--- config.mk ---
export PLATFORM = sky130hd
export DESIGN_NAME = mode_initiator_flat
export DESIGN_NICKNAME = d
export VERILOG_FILES = /design/src/vdm_pkg.sv /design/src/vdm_link.sv /design/src/vdm_frame.sv /design/src/mode_initiator.sv /design/src/flat_wrapper.sv
export SDC_FILE = /design/constraint.sdc
export NUM_CORES = 1
export LEC_CHECK = 0
export BUFFER_PORTS_ARGS = -buffer_cell sky130_fd_sc_hd__buf_2
export CAP_MARGIN = 20
export CORE_ASPECT_RATIO = 0.5
export CORE_MARGIN = 4
export CORE_UTILIZATION = 40
export CTS_CLUSTER_DIAMETER = 40
export DETAILED_ROUTE_END_ITERATION = 7
export GPL_ROUTABILITY_DRIVEN = 0
export PLACE_DENSITY = 0.65
export SYNTH_ARGS = -nofsm -noshare
export SYNTH_HDL_FRONTEND = slang
export SYNTH_HIERARCHICAL = 1
export SYNTH_SLANG_ARGS = --single-unit
export TNS_END_PERCENT = 5
--- constraint.sdc ---
create_clock -name pclk -period 3.1 [get_ports pclk]
set_clock_uncertainty 0.2 [all_clocks]
set_input_delay 0.62 -clock pclk [delete_from_list [all_inputs] [get_ports pclk]]
set_output_delay 0.62 -clock pclk [all_outputs]
set_load 0.1 [all_outputs]
--- src/vdm_pkg.sv ---
// Shared field layout, codes and register map for mode entry/exit messaging
package vdm_pkg;

  // ----------------------------------------------------------------
  // Message header layout and codes
  // ----------------------------------------------------------------
  localparam int       HDR_TYPE_LSB = 0;
  localparam int       HDR_REV_LSB  = 6;
  localparam int       HDR_ROLE_BIT = 8;
  localparam int       HDR_ID_LSB   = 9;
  localparam int       HDR_CNT_LSB  = 12;
  localparam logic [3:0] MSG_TYPE_VDM = 4'hF;
  localparam logic [1:0] SPEC_REV     = 2'h1;
  localparam logic [2:0] NUM_OBJ_ONE  = 3'h1;

  // ----------------------------------------------------------------
  // VDM header layout and codes
  // ----------------------------------------------------------------
  localparam int       VDM_CMD_LSB    = 0;
  localparam int       VDM_SRC_BIT    = 5;
  localparam int       VDM_CT_LSB     = 6;
  localparam int       VDM_POS_LSB    = 8;
  localparam int       VDM_VER_LSB    = 13;
  localparam int       VDM_STRUCT_BIT = 15;
  localparam int       VDM_SVID_LSB   = 16;
  localparam logic [1:0] SVDM_VER     = 2'h0;
  localparam logic [1:0] CT_REQ       = 2'h0;
  localparam logic [1:0] CT_ACK       = 2'h1;
  localparam logic [1:0] CT_NAK       = 2'h2;
  localparam logic [4:0] CMD_ENTER    = 5'h04;
  localparam logic [4:0] CMD_EXIT     = 5'h05;

  // ----------------------------------------------------------------
  // Controller register map (byte addresses) and reset values
  // ----------------------------------------------------------------
  localparam logic [11:0] ADDR_CMD    = 12'h000;
  localparam logic [11:0] ADDR_TARGET = 12'h004;
  localparam logic [11:0] ADDR_STATUS = 12'h008;
  localparam logic [15:0] SVID_RST    = 16'h0000;
  localparam logic [2:0]  POS_RST     = 3'h1;
  localparam int          CMD_ENTER_BIT  = 0;
  localparam int          CMD_EXIT_BIT   = 1;
  localparam int          TGT_POS_LSB    = 16;
  localparam int          ST_BUSY_BIT    = 0;
  localparam int          ST_DONE_BIT    = 1;
  localparam int          ST_ACK_BIT     = 2;
  localparam int          ST_REFUSED_BIT = 3;
  localparam int          ST_ACTIVE_BIT  = 4;
  localparam int          ST_POS_LSB     = 8;
  localparam int          ST_SVID_LSB    = 16;

endpackage : vdm_pkg

--- src/vdm_link.sv ---
// Message link joining mode initiator and mode responder
`timescale 1ns/1ps
`default_nettype none
interface vdm_link;
  // Request from initiator, one-cycle valid pulse
  logic        req_valid;
  logic [15:0] req_hdr;
  logic [31:0] req_vdm;
  // Answer from responder, one-cycle valid pulse
  logic        rsp_valid;
  logic [15:0] rsp_hdr;
  logic [31:0] rsp_vdm;

  modport init (output req_valid, output req_hdr, output req_vdm,
                input rsp_valid, input rsp_hdr, input rsp_vdm);
  modport resp (input req_valid, input req_hdr, input req_vdm,
                output rsp_valid, output rsp_hdr, output rsp_vdm);
endinterface : vdm_link
`default_nettype wire

--- src/vdm_frame.sv ---
// Builds outgoing headers and decodes incoming ones for a single-object VDM
`timescale 1ns/1ps
`default_nettype none
module vdm_frame
  import vdm_pkg::*;
(
  // Fields to send
  input  wire logic [2:0]  tx_id,
  input  wire logic        tx_role,
  input  wire logic [15:0] tx_svid,
  input  wire logic [2:0]  tx_pos,
  input  wire logic [1:0]  tx_ct,
  input  wire logic        tx_src,
  input  wire logic [4:0]  tx_cmd,
  output logic      [15:0] tx_hdr,
  output logic      [31:0] tx_vdm,
  // Received words and their fields
  input  wire logic [15:0] rx_hdr,
  input  wire logic [31:0] rx_vdm,
  output logic             rx_ok,
  output logic      [15:0] rx_svid,
  output logic      [2:0]  rx_pos,
  output logic      [1:0]  rx_ct,
  output logic      [4:0]  rx_cmd
);

  // ----------------------------------------------------------------
  // Transmit: reserved bits forced to zero
  // ----------------------------------------------------------------
  assign tx_hdr = {1'b0, NUM_OBJ_ONE, tx_id, tx_role, SPEC_REV, 2'h0,
                   MSG_TYPE_VDM};
  assign tx_vdm = {tx_svid, 1'b1, SVDM_VER, 2'h0, tx_pos, tx_ct,
                   tx_src, tx_cmd};

  // ----------------------------------------------------------------
  // Receive: reserved bits and source bit are not looked at
  // ----------------------------------------------------------------
  assign rx_ok   = (rx_hdr[HDR_TYPE_LSB +: 4] == MSG_TYPE_VDM)
                 & (rx_hdr[HDR_CNT_LSB +: 3] == NUM_OBJ_ONE)
                 & (rx_hdr[HDR_REV_LSB +: 2] == SPEC_REV)
                 & rx_vdm[VDM_STRUCT_BIT]
                 & (rx_vdm[VDM_VER_LSB +: 2] == SVDM_VER);
  assign rx_svid = rx_vdm[VDM_SVID_LSB +: 16];
  assign rx_pos  = rx_vdm[VDM_POS_LSB +: 3];
  assign rx_ct   = rx_vdm[VDM_CT_LSB +: 2];
  assign rx_cmd  = rx_vdm[VDM_CMD_LSB +: 5];

endmodule : vdm_frame
`default_nettype wire

--- src/mode_initiator.sv ---
// Initiator end: APB-controlled sender of mode entry and exit requests
`timescale 1ns/1ps
`default_nettype none
module mode_initiator
  import vdm_pkg::*;
#(
  parameter int ADDR_W = 12
) (
  // Clock, reset, enable
  input  wire logic              pclk,
  input  wire logic              presetn,
  input  wire logic              ce,
  // APB slave
  input  wire logic              psel,
  input  wire logic              penable,
  input  wire logic              pwrite,
  input  wire logic [ADDR_W-1:0] paddr,
  input  wire logic [31:0]       pwdata,
  output logic      [31:0]       prdata,
  output logic                   pready,
  output logic                   pslverr,
  // Link
  vdm_link.init                  link,
  // Port role and progress
  input  wire logic              power_role,
  output logic                   busy,
  output logic                   mode_active
);

  // ----------------------------------------------------------------
  // Elaboration checks
  // ----------------------------------------------------------------
  if (ADDR_W < 4) begin : g_bad_addr
    $error("ADDR_W must be at least 4");
  end

  typedef enum logic [0:0] {
    ST_IDLE,
    ST_WAIT
  } state_t;

  state_t      state_q;
  logic        pready_q;
  logic [31:0] prdata_q;
  logic        pslverr_q;
  logic [15:0] svid_q;
  logic [2:0]  pos_q;
  logic [4:0]  cmd_q;
  logic [2:0]  msg_id_q;
  logic        req_valid_q;
  logic        busy_q;
  logic [15:0] req_hdr_q;
  logic [31:0] req_vdm_q;
  logic        done_q;
  logic        ack_q;
  logic        refused_q;
  logic        active_q;
  logic [15:0] act_svid_q;
  logic [2:0]  act_pos_q;
  logic [15:0] tx_hdr;
  logic [31:0] tx_vdm;
  logic        rx_ok;
  logic [15:0] rx_svid;
  logic [2:0]  rx_pos;
  logic [1:0]  rx_ct;
  logic [4:0]  rx_cmd;

  // ----------------------------------------------------------------
  // APB decode
  // ----------------------------------------------------------------
  // Access cycle before the answer, and the edge a write takes effect
  wire acc      = psel & penable & ~pready_q;
  wire wr_take  = psel & penable & pready_q & pwrite;
  wire sel_cmd  = (paddr == ADDR_W'(ADDR_CMD));
  wire sel_tgt  = (paddr == ADDR_W'(ADDR_TARGET));
  wire sel_st   = (paddr == ADDR_W'(ADDR_STATUS));
  wire hit      = sel_cmd | sel_tgt | sel_st;

  // Status word: progress, outcome and the mode currently held
  wire [31:0] status_word = {act_svid_q, 5'h00, act_pos_q, 3'h0,
                             active_q, refused_q, ack_q, done_q,
                             (state_q == ST_WAIT)};
  wire [31:0] target_word = {13'h0, pos_q, svid_q};
  wire [31:0] rd_mux = sel_tgt ? target_word :
                       sel_st  ? status_word : 32'h00000000;

  // Commands are refused silently while a request is outstanding
  wire go_enter = wr_take & sel_cmd & pwdata[CMD_ENTER_BIT]
                & (state_q == ST_IDLE);
  wire go_exit  = wr_take & sel_cmd & pwdata[CMD_EXIT_BIT]
                & ~pwdata[CMD_ENTER_BIT] & (state_q == ST_IDLE);
  wire go       = go_enter | go_exit;
  wire [4:0] go_cmd = go_enter ? CMD_ENTER : CMD_EXIT;
  wire clr_done = wr_take & sel_st & pwdata[ST_DONE_BIT];

  // ----------------------------------------------------------------
  // Frame build and answer decode
  // ----------------------------------------------------------------
  vdm_frame u_frame (
    .tx_id   (msg_id_q),
    .tx_role (power_role),
    .tx_svid (svid_q),
    .tx_pos  (pos_q),
    .tx_ct   (CT_REQ),
    .tx_src  (1'b0),
    .tx_cmd  (go_cmd),
    .tx_hdr  (tx_hdr),
    .tx_vdm  (tx_vdm),
    .rx_hdr  (link.rsp_hdr),
    .rx_vdm  (link.rsp_vdm),
    .rx_ok   (rx_ok),
    .rx_svid (rx_svid),
    .rx_pos  (rx_pos),
    .rx_ct   (rx_ct),
    .rx_cmd  (rx_cmd)
  );

  // Answer must match what was asked: same command, SVID, offset
  wire got_rsp = (state_q == ST_WAIT) & link.rsp_valid;
  wire rsp_match = rx_ok & (rx_cmd == cmd_q)
                 & (rx_svid == svid_q)
                 & (rx_pos == pos_q);
  wire rsp_acked = rsp_match & (rx_ct == CT_ACK);

  // ----------------------------------------------------------------
  // APB answer, registered: ready comes one cycle into access
  // ----------------------------------------------------------------
  always_ff @(posedge pclk or negedge presetn) begin
    if (!presetn) begin
      pready_q  <= 1'b0;
      prdata_q  <= 32'h00000000;
      pslverr_q <= 1'b0;
    end else if (ce) begin
      pready_q  <= acc;
      prdata_q  <= (acc & ~pwrite) ? rd_mux : 32'h00000000;
      pslverr_q <= acc & ~hit;
    end
  end

  // Target register: SVID and offset of the mode to enter or leave
  always_ff @(posedge pclk or negedge presetn) begin
    if (!presetn) begin
      svid_q <= SVID_RST;
      pos_q  <= POS_RST;
    end else if (ce && wr_take && sel_tgt && state_q == ST_IDLE) begin
      svid_q <= pwdata[15:0];
      pos_q  <= pwdata[TGT_POS_LSB +: 3];
    end
  end

  // ----------------------------------------------------------------
  // Request sequencer
  // ----------------------------------------------------------------
  // Request is a one-cycle pulse; no timeout, software sees busy
  always_ff @(posedge pclk or negedge presetn) begin
    if (!presetn) begin
      state_q     <= ST_IDLE;
      cmd_q       <= 5'h00;
      msg_id_q    <= 3'h0;
      req_valid_q <= 1'b0;
      busy_q      <= 1'b0;
      req_hdr_q   <= 16'h0000;
      req_vdm_q   <= 32'h00000000;
    end else if (ce) begin
      req_valid_q <= 1'b0;
      case (state_q)
        ST_IDLE: begin
          if (go) begin
            req_valid_q <= 1'b1;
            busy_q      <= 1'b1;
            req_hdr_q   <= tx_hdr;
            req_vdm_q   <= tx_vdm;
            cmd_q       <= go_cmd;
            msg_id_q    <= msg_id_q + 3'h1;
            state_q     <= ST_WAIT;
          end
        end
        ST_WAIT: begin
          if (got_rsp) begin
            state_q <= ST_IDLE;
            busy_q  <= 1'b0;
          end
        end
        default: begin
          state_q <= ST_IDLE;
        end
      endcase
    end
  end

  // ----------------------------------------------------------------
  // Outcome flags; a finishing answer beats a software clear
  // ----------------------------------------------------------------
  always_ff @(posedge pclk or negedge presetn) begin
    if (!presetn) begin
      done_q    <= 1'b0;
      ack_q     <= 1'b0;
      refused_q <= 1'b0;
    end else if (ce) begin
      if (got_rsp) begin
        done_q    <= 1'b1;
        ack_q     <= rsp_acked;
        refused_q <= ~rsp_acked;
      end else if (go) begin
        done_q    <= 1'b0;
        ack_q     <= 1'b0;
        refused_q <= 1'b0;
      end else if (clr_done) begin
        done_q <= 1'b0;
      end
    end
  end

  // Mode held at the far end as seen from acknowledged answers
  always_ff @(posedge pclk or negedge presetn) begin
    if (!presetn) begin
      active_q   <= 1'b0;
      act_svid_q <= 16'h0000;
      act_pos_q  <= 3'h0;
    end else if (ce && got_rsp && rsp_acked) begin
      if (cmd_q == CMD_ENTER) begin
        active_q   <= 1'b1;
        act_svid_q <= rx_svid;
        act_pos_q  <= rx_pos;
      end else begin
        active_q   <= 1'b0;
      end
    end
  end

  // ----------------------------------------------------------------
  // Outputs, all from flops
  // ----------------------------------------------------------------
  assign prdata         = prdata_q;
  assign pready         = pready_q;
  assign pslverr        = pslverr_q;
  assign link.req_valid = req_valid_q;
  assign link.req_hdr   = req_hdr_q;
  assign link.req_vdm   = req_vdm_q;
  assign busy           = busy_q;
  assign mode_active    = active_q;

endmodule : mode_initiator
`default_nettype wire

--- src/flat_wrapper.sv ---
// flat-port wrapper written by rule: the top's interface ports become plain ports
module mode_initiator_flat import vdm_pkg::*;
#(
  parameter int ADDR_W = 12
)
  (pclk, presetn, ce, psel, penable, pwrite, paddr, pwdata, prdata, pready, pslverr, power_role, busy, mode_active, link_req_valid, link_req_hdr, link_req_vdm, link_rsp_valid, link_rsp_hdr, link_rsp_vdm);
  vdm_link link_i ();
  input  wire logic pclk;
  input  wire logic presetn;
  input  wire logic ce;
  input  wire logic psel;
  input  wire logic penable;
  input  wire logic pwrite;
  input  wire logic [ADDR_W-1:0] paddr;
  input  wire logic [31:0] pwdata;
  output logic      [31:0] prdata;
  output logic pready;
  output logic pslverr;
  input  wire logic power_role;
  output logic busy;
  output logic mode_active;
  output wire logic [$bits(link_i.req_valid)-1:0] link_req_valid;
  output wire logic [$bits(link_i.req_hdr)-1:0] link_req_hdr;
  output wire logic [$bits(link_i.req_vdm)-1:0] link_req_vdm;
  input wire logic [$bits(link_i.rsp_valid)-1:0] link_rsp_valid;
  input wire logic [$bits(link_i.rsp_hdr)-1:0] link_rsp_hdr;
  input wire logic [$bits(link_i.rsp_vdm)-1:0] link_rsp_vdm;
  assign link_req_valid = link_i.req_valid;
  assign link_req_hdr = link_i.req_hdr;
  assign link_req_vdm = link_i.req_vdm;
  assign link_i.rsp_valid = link_rsp_valid;
  assign link_i.rsp_hdr = link_rsp_hdr;
  assign link_i.rsp_vdm = link_rsp_vdm;
  mode_initiator #(.ADDR_W(ADDR_W)) u_core (.pclk(pclk), .presetn(presetn), .ce(ce), .psel(psel), .penable(penable), .pwrite(pwrite), .paddr(paddr), .pwdata(pwdata), .prdata(prdata), .pready(pready), .pslverr(pslverr), .link(link_i), .power_role(power_role), .busy(busy), .mode_active(mode_active));
endmodule
==> Yosys cells after proc, flatten, opt, wreduce, memory -nomap -nowiden <==
Index checks and enable logic that the tools add are counted.
{ "classes": {"n_bitwise": 32, "n_addsub": 1, "n_reduce_logical": 14, "mux": 18, "eq_ne": 12} }
{ "op_table": {"columns": ["operator", "count"], "rows": [
  ["$mux 32", 3],
  ["$and 1x1->1", 23],
  ["$eq 16x16->1", 1],
  ["$mux 1", 13],
  ["$eq 12x3->1 const B", 1],
  ["$eq 12x4->1 const B", 1],
  ["$logic_not 12->1", 1],
  ["$not 1->1", 6],
  ["$reduce_and 2->1", 3],
  ["$reduce_and 3->1", 2],
  ["$eq 5x3->1 const B", 1],
  ["$eq 5x5->1", 1],
  ["$logic_and 1x1->1", 5],
  ["$eq 2x1->1 const B", 2],
  ["$eq 4x4->1 const B", 1],
  ["$pmux 1 s2", 2],
  ["$add 3x1->3 const B", 1],
  ["$eq 3x1->1 const B", 1],
  ["$eq 3x3->1", 1],
  ["$or 1x1->1", 3],
  ["$reduce_bool 3->1", 1],
  ["$logic_not 2->1", 1],
  ["$ne 2x1->1 const B", 1],
  ["$ne 2x2->1 const B", 1],
  ["$reduce_bool 2->1", 1]
]} }
{ "totals": {"wordCells": 95, "register_bits": 122} }

==> Logic depth before layout (Yosys ltp) <==
Gate-level depths: netlist (run 1).
{ "logic_depth": {"ltp_word": 11, "ltp_mapped": 8, "ltp_nobuf": 7} }

==> By module <==
The synthesis (run 1) kept the hierarchy.
{ "modules_own_cells": {"columns": ["mod", "instances", "cells_each", "area_per_inst_um2", "seq_area_each_um2"], "rows": [
  ["mode_initiator", 1, 370, 5380.2, 3304.4],
  ["vdm_frame", 1, 80, 604.3, 0.0]
]} }

==> Least setup slack after synthesis (run 1) <==
No wires, ideal clock.
{ "synth_path": {"path_kind": "flip-flop to flip-flop", "start": "register u_core.pready_q, in the netlist u_core/pready", "end": "register u_core.svid_q[10]", "path_stages_with_launch": 7, "slack_ns": 0.259, "arrival_ns": 2.516, "setup_time_ns": 0.125, "path_cell_list": "dfrtp_1 > nand4_1 > nor3_1 > nand2_1 > nor3_2 > buf_4 > mux2_2"} }
{ "synth_via": {"elab_chain_len": 5} }
{ "synth_rtl": {"columns": ["element", "line", "source"], "rows": [
  ["start: declaration", "mode_initiator.sv:43", "logic pready_q;"],
  ["start signal: assignment", "mode_initiator.sv:130", "pready_q <= 1'b0;"],
  ["start signal: assignment", "mode_initiator.sv:134", "pready_q <= acc;"],
  ["$and 1x1->1 (2 in series)", "mode_initiator.sv:73", "wire wr_take = psel & penable & pready_q & pwrite;"],
  ["$logic_and 1x1->1 (3 in series)", "mode_initiator.sv:145", "end else if (ce && wr_take && sel_tgt && state_q == ST_IDLE) begin"],
  ["end signal: assignment", "mode_initiator.sv:146", "svid_q <= pwdata[15:0];"],
  ["end: declaration", "mode_initiator.sv:46", "logic [15:0] svid_q;"]
]} }
Every way passes these cells.
A chain may end at the register's enable or synchronous reset.

==> Worst setup path after layout (run 1) <==
{ "layout_path": {"start": "input port link_rsp_hdr[7]", "end": "register u_core.act_svid_q[2]"} }
{ "layout_via": {"elab_chain_len": 10} }
{ "layout_rtl": {"columns": ["element", "line", "source"], "rows": [
  ["start: declaration", "flat_wrapper.sv:26", "input wire logic [$bits(link_i.rsp_hdr)-1:0] link_rsp_hdr;"],
  ["$eq 2x1->1", "vdm_frame.sv:40", "& (rx_hdr[HDR_REV_LSB +: 2] == SPEC_REV)"],
  ["$and 1x1->1", "vdm_frame.sv:40", null],
  ["$and 1x1->1", "vdm_frame.sv:41", "& rx_vdm[VDM_STRUCT_BIT]"],
  ["$and 1x1->1", "vdm_frame.sv:42", "& (rx_vdm[VDM_VER_LSB +: 2] == SVDM_VER);"],
  ["net u_core.rx_ok", "mode_initiator.sv:62", "logic rx_ok;"],
  ["$and 1x1->1", "mode_initiator.sv:120", "wire rsp_match = rx_ok & (rx_cmd == cmd_q)"],
  ["$and 1x1->1", "mode_initiator.sv:121", "& (rx_svid == svid_q)"],
  ["$and 1x1->1", "mode_initiator.sv:122", "& (rx_pos == pos_q);"],
  ["$and 1x1->1", "mode_initiator.sv:123", "wire rsp_acked = rsp_match & (rx_ct == CT_ACK);"],
  ["$logic_and 1x1->1", "mode_initiator.sv:220", "end else if (ce && got_rsp && rsp_acked) begin"],
  ["$reduce_and 2->1 (no source line)", null, null],
  ["end signal: assignment", "mode_initiator.sv:223", "act_svid_q <= rx_svid;"],
  ["end: declaration", "mode_initiator.sv:58", "logic [15:0] act_svid_q;"]
]} }
The timed path passes the listed nets, and every way through them passes these cells.

==> flow_metrics.tcl, run 1 <==
set metrics [dict create \
    crit_arrival_ps 2560 \
    fmax_mhz 404 \
    irDropWorstVdd_mv 0.290 \
    r2r_end "u_core/act_svid_q[2]" \
    p_switching_mw 0.850 \
    syn2layout_area_growth_pct 20.5 \
    drt-pass1-iter-count 4 \
    num_vias 3679 \
    clkTransAtPathRegs_ps 60 \
    rsz0062_at_grt "no" \
    tightestPinTransition_ps 636 \
    worst-setup-path-type "in -> reg" \
    finalSetupViolations 0 \
    grt_pass1_vias 3847 \
    drtIter0Drc 124 \
    synthTopCellsByArea "dfrtp_1 55%, mux2_2 13%, buf_4 9.5%" \
    design.core.area_um2 14500 \
    violations "hold timing" \
    wl_per_cell_um 17.2 \
    detail_route.vias_per_cell 4.72 \
    mappedNetlistArea_um2 5980 \
    yosysTopAreaCellShare_pct 54.8 \
    syn_inst 450 \
    ff2ff_path_depth 6 \
    dp_hpwl_mm 9.61 \
    status "finished with violations" \
    drive_gt1_share_pct 51.1 \
    rows 31 \
    start_util_pct 41.1 \
    root_buffer "clkbuf_16" \
    seq_power_share_pct 43.2 \
    dpl.cell_count 748 \
    relSlewSlack_pct 57.6 \
    clock_sinks 132 \
    r2r_slack_ps 670 \
    placed_area_um2 6590 \
    grt_use_total_pct 16.0 \
    grt_max_degree 67 \
    p_sw_share_pct 21.3 \
    fill_cells 1351 \
    start_kind "primary input" \
    cts_resized 0 \
    fin_hold_ws_ps -1.66 \
    cts_tree "yes" \
    dieArea_um2 17100 \
    final-hold-violation-count 1 \
    yosys.area.top_type "dfrtp_1" \
    grt_overflow 0 \
    dp_slack_ps 205 \
    postCtsSetupBuffers 0 \
    cp_max_fo 12 \
    clock_path_buffers 2 \
    dieHeight_um 94.5 \
    setup_slack_ps 623 \
    internal_power_mw 3.15 \
    cts_buffers 17 \
    slew_violations 0 \
    clk-insertion-delay-late_ps 400 \
    final_cells 780 \
    timing.hold.worst.class "in -> async" \
    drc 0 \
    min_period_ps 2480 \
    fin_crit_sh_pct 79.9 \
    rr_startpoint "u_core/svid_q[13]" \
    cts_hold_buf 0 \
    finalSetupTns_ps 0 \
    grt_pass1_wl_mm 21.0 \
    design_area_um2 7210 \
    ys_types 43 \
    power.share.clock_pct 52.9 \
    postRouteAntennaNets 0 \
    port_buffers 161 \
    cts_htree_levels 4 \
    synth_warnings 6 \
    yosysSeqAreaShare_pct 55.2 \
    crit_required_ps 3180 \
    antenna_found_initial 1 \
    ys_ff_latch 132 \
    totalPowerFinal_mw 4.00 \
    max-cap-violations 0 \
    multi_input_area_um2 2070 \
    final_nets 670 \
    die_w_um 181 \
    power_density_nw_per_um2 554 \
    io_pins 185 \
    utilization_pct 49.6 \
    regArea_um2 3300 \
    worstSetupEndpointType "flop" \
    routed_wl_mm 13.4 \
    p_leak_nw 3.90 \
    syn_avg_cell_area_um2 13.3 \
    combPwrFrac_pct 3.9 \
]
layer usage:
layer  vias to the layer above  wire (um)  global-route usage [%]
met3                        13        648                    5.00
met5                         -         12                       0
li1                       1722          -                       -
met2                        76       6580                    26.7
met4                         2        102                    3.87
met1                      1866       6090                    20.6
how the worst max path moves through the flow:
stage | startpoint | to | slack (ps)
finish | link_rsp_hdr[7] | u_core/act_svid_q[2] | 620
global route | link_rsp_hdr[7] | u_core/act_pos_q[0] | 560
detailed placement | link_rsp_hdr[7] | u_core/act_svid_q[1] | 210
global placement | link_rsp_hdr[7] | u_core/act_svid_q[2] | 210
floorplan | u_core/pready | u_core/svid_q[10] | 260
CTS | link_rsp_hdr[7] | u_core/act_pos_q[0] | 630
area by class of cell:
| cell class | instances | area share, % |
|---|---|---|
| well taps | 198 | 3.44 |
| clock buffers | 19 | 6.14 |
| diodes | 1 | 0.0347 |
| clock inverters | 12 | 2.50 |
| inverters | 15 | 0.781 |
| repair buffers | 171 | 12.6 |
| multi-input cells | 232 | 28.6 |
| flip-flops and latches | 132 | 45.8 |
kinds of logic after synthesis:
kind of cell | synth area share [%]
buffers and inverters | 11.8
adders and majority gates | 0.209
muxes | 17.6
AOI/OAI and AO/OA | 6.73
DFF | 55.2
and+or+nand+nor | 4.87
xor gates and xnor gates | 3.37
other | 0.251
placed cells by master (no fill, tap or decap), types with 7 or more instances in the layout:
master,netlist,layout
nand2_1,7,7
a22oi_1,11,11
mux2_2,68,68
buf_2,6,160
mux2_4,19,19
clkbuf_16,0,17
a22o_1,21,21
dfrtp_1,131,131
xnor2_1,19,19
inv_1,15,15
o21ai_0,13,13
buf_4,76,8
conb_1,4,24
Yosys cell counts, drive strengths merged:
master   number
and3          2
dfstp         1
o2111a        1
o2bb2ai       1
a21bo         1
mux2         87
or2           1
nor3          3
nand4         6
and4          1
nand4bb       2
nand2b        1
nand3         4
nor4b         1
a21oi         1
xor2          4
dfrtp       131
a21o          3
a21boi        1
conb          4
a22oi        11
nand4b        3
xnor2        19
a31oi         1
clkbuf        6
ha            1
nand2         7
nor4          3
inv          15
nor4bb        1
buf          85
a22o         21
o21ai        13
or4           1
nor2          6
nand3b        1
critical path, cell delays in order:
cell	delay, ps
buf_2	90
nand4bb_1	190
nor3_2	180
nor4bb_1	240
nand4_1	190
nor4_2	350
nand4b_1	150
buf_4	240
mux2_4	310
sequential cells by signal (all words and copies together) (netlist names):
name,count
u_core/cmd_q,2
u_core/link.req_vdm,32
u_core/link.req_hdr,16
u_core/refused_q,1
u_core/done_q,1
u_core/act_svid_q,16
u_core/pos_q,3
u_core/svid_q,16
u_core/mode_active,1
u_core/ack_q,1
u_core/state_q,1
u_core/link.req_valid,1
u_core/act_pos_q,3
u_core/msg_id_q,3
u_core/prdata,32
u_core/pready,1
u_core/busy,1
u_core/pslverr,1
power groups by stage:
stage                     Combinational (mW)  Sequential (mW)  Clock, mW
after floorplan                       0.0819             1.78          0
after global placement                 0.155             1.76          0
after detailed placement               0.159             1.76          0
after CTS                              0.160             1.73       2.17
after global routing                   0.176             1.73       2.24
final                                  0.156             1.73       2.11
Note: power is estimated with default switching activity, not from simulation.
==> run 2, diff against run 1 <==
--- a/config.mk
+++ b/config.mk
@@ -13,7 +13,7 @@
 export CTS_CLUSTER_DIAMETER = 40
 export DETAILED_ROUTE_END_ITERATION = 7
 export GPL_ROUTABILITY_DRIVEN = 0
-export PLACE_DENSITY = 0.65
+export PLACE_DENSITY = 0.67
 export SYNTH_ARGS = -nofsm -noshare
 export SYNTH_HDL_FRONTEND = slang
 export SYNTH_HIERARCHICAL = 1
==> constraint.sdc (replaced) <==
create_clock -name pclk -period 2.1 [get_ports pclk]
set_clock_uncertainty 0.2 [all_clocks]
set_input_delay 0.42 -clock pclk [delete_from_list [all_inputs] [get_ports pclk]]
set_output_delay 0.42 -clock pclk [all_outputs]
set_load 0.1 [all_outputs]
==> flow_metrics.tcl, run 2 (synthesis results as in run 1) <==
set metrics [dict create \
    status "finished with violations" \
    violations "setup timing" \
    timing.hold.worst.class "in -> reg" \
    dpl.cell_count 780 \
    grt_max_degree 48 \
    cts_tree "yes" \
    cts_buffers 17 \
    dieArea_um2 17100 \
    totalPowerFinal_mw 5.74 \
    start_util_pct 41.1 \
    relSlewSlack_pct 46.5 \
    crit_slowest_cell "or4_1" \
    routed_wl_mm 13.7 \
    root_buffer "clkbuf_16" \
    path_delay_family "simple AND/OR/NAND/NOR gates" \
    fin_crit_sh_pct 113 \
    tightestPinTransition_ps 802 \
    clkTransAtPathRegs_ps 60 \
    port_buffers 161 \
    fill_cells 1267 \
    die_w_um 181 \
    setup_slack_ps -280 \
    drive_gt1_share_pct 53.9 \
    worst-setup-path-type "reg -> reg" \
    dieHeight_um 94.5 \
    final_cell_mix "160 x buf_2, 130 x dfrtp_1, 64 x mux2_2, 34 x buf_4, 24 x conb_1" \
    grt_pass1_vias 3939 \
    cts_htree_levels 4 \
    grt_use_total_pct 16.4 \
    min_period_ps 2380 \
    design.core.area_um2 14500 \
    finalSetupViolations 20 \
    num_antenna_cells 0 \
    crit_chain "xor2_1 -> or4_1 -> nor4_4 -> nand4b_1 -> buf_4 -> mux2_4" \
    clock_path_buffers 2 \
    drc 0 \
    crit_arrival_ps 2460 \
    final_cells 812 \
    power_density_nw_per_um2 761 \
    crit_buf_inv 1 \
    clock_sinks 132 \
    detail_route.vias_per_cell 4.59 \
    crit_required_ps 2180 \
    fmax_mhz 420 \
    rsz0062_at_grt "yes" \
    start_kind "flop" \
    antenna_found_initial 1 \
    fin_hold_ws_ps 40.2 \
    p_leak_nw 4.09 \
    critPathMaxStageDelay_ps 590 \
    finalSetupTns_ps -5130 \
    drt-pass1-iter-count 4 \
    syn2layout_area_growth_pct 26.0 \
    utilization_pct 51.8 \
    slew_violations 0 \
    final-hold-violation-count 0 \
    postRouteAntennaNets 0 \
    grt_overflow 0 \
    cp_max_fo 12 \
    final_common_cell "buf_2" \
    wl_per_cell_um 16.8 \
    drtIter0Drc 187 \
    clk-insertion-delay-late_ps 410 \
    io_pins 185 \
    irDropWorstVdd_mv 0.564 \
    grt_pass1_wl_mm 21.8 \
    max-cap-violations 0 \
    dp_hpwl_mm 10.1 \
    rows 31 \
    worstSetupEndpointType "flop" \
    num_vias 3727 \
    final_nets 703 \
]
-- run 2: cell count changes in the layout (fill, tap and decap cells not counted), moves of 2 or more --
cell and delta:
buf_4 +26, clkinv_2 -2, buf_12 +6, mux2_2 -4, bufinv_16 -2, mux2_4 +4
inv_6 +5
-- run 2: repair_timing --
item,CTS,global route
resized for setup,0,2
pin swaps,0,2
hold endpoints to repair,41,0
buffers inserted,0,0
hold buffers,1,0
endpoints found under the setup margin,20,51
-- run 2: stage by stage --
| step | worst slack (ps) | cell area [um^2] |
|---|---|---|
| after floorplan | -269 | 6090 |
| after global placement | -500 | 6930 |
| after detailed placement | -528 | 6930 |
| after CTS | -255 | 7520 |
| after global routing | -392 | 7540 |
| final | -280 | 7540 |
-- run 2: layout make-up --
cell class	instances	area [um^2]	area share [%]
clock inverter	12	146	1.94
tap	198	248	3.29
inverter	15	56.3	0.747
sequential	132	3310	43.9
timing repair buffer	204	1240	16.4
multi-input combinational	232	2100	27.9
clock buffer	19	443	5.87
-- run 2: worst reg2reg max path, stage by stage (launching register included) --
cell and delay [ps]:
dfrtp_1 420, xor2_1 180, or4_1 590, nor4_4 170, nand4b_1 150, buf_4 230, mux2_4 320
-- run 2: worst paths after layout --
kind                                   start  slack [ps]  cells after the start                 endpoint
hold / removal                    pwdata[12]          40                      2        u_core/svid_q[12]
hold reg to reg                  u_core/busy         280                      1              u_core/busy
setup reg to reg           u_core/svid_q[13]        -280                      6     u_core/act_svid_q[4]
setup / recovery           u_core/svid_q[13]        -280                      6     u_core/act_svid_q[4]
max in group asynchronous            presetn         710                      3          u_core/pos_q[0]
min in group asynchronous            presetn         310                      2  u_core/link.req_hdr[14]
-- run 2: per-layer routing --
metal  track usage [%]  vias up  wire [um]
met5                 0        -          7
met4              4.18        2         99
li1                  -     1781          -
met2              26.3       73       6550
met1              21.7     1863       6210
met3              5.50        8        810
-- run 2: where the power goes --
part	internal [mW]	switching, mW	leakage [nW]	total, mW
combinational	0.0981	0.148	1.97	0.246
sequential	2.55	0.00270	1.84	2.55
clock	1.80	1.14	0.286	2.94
total	4.45	1.29	4.09	5.74
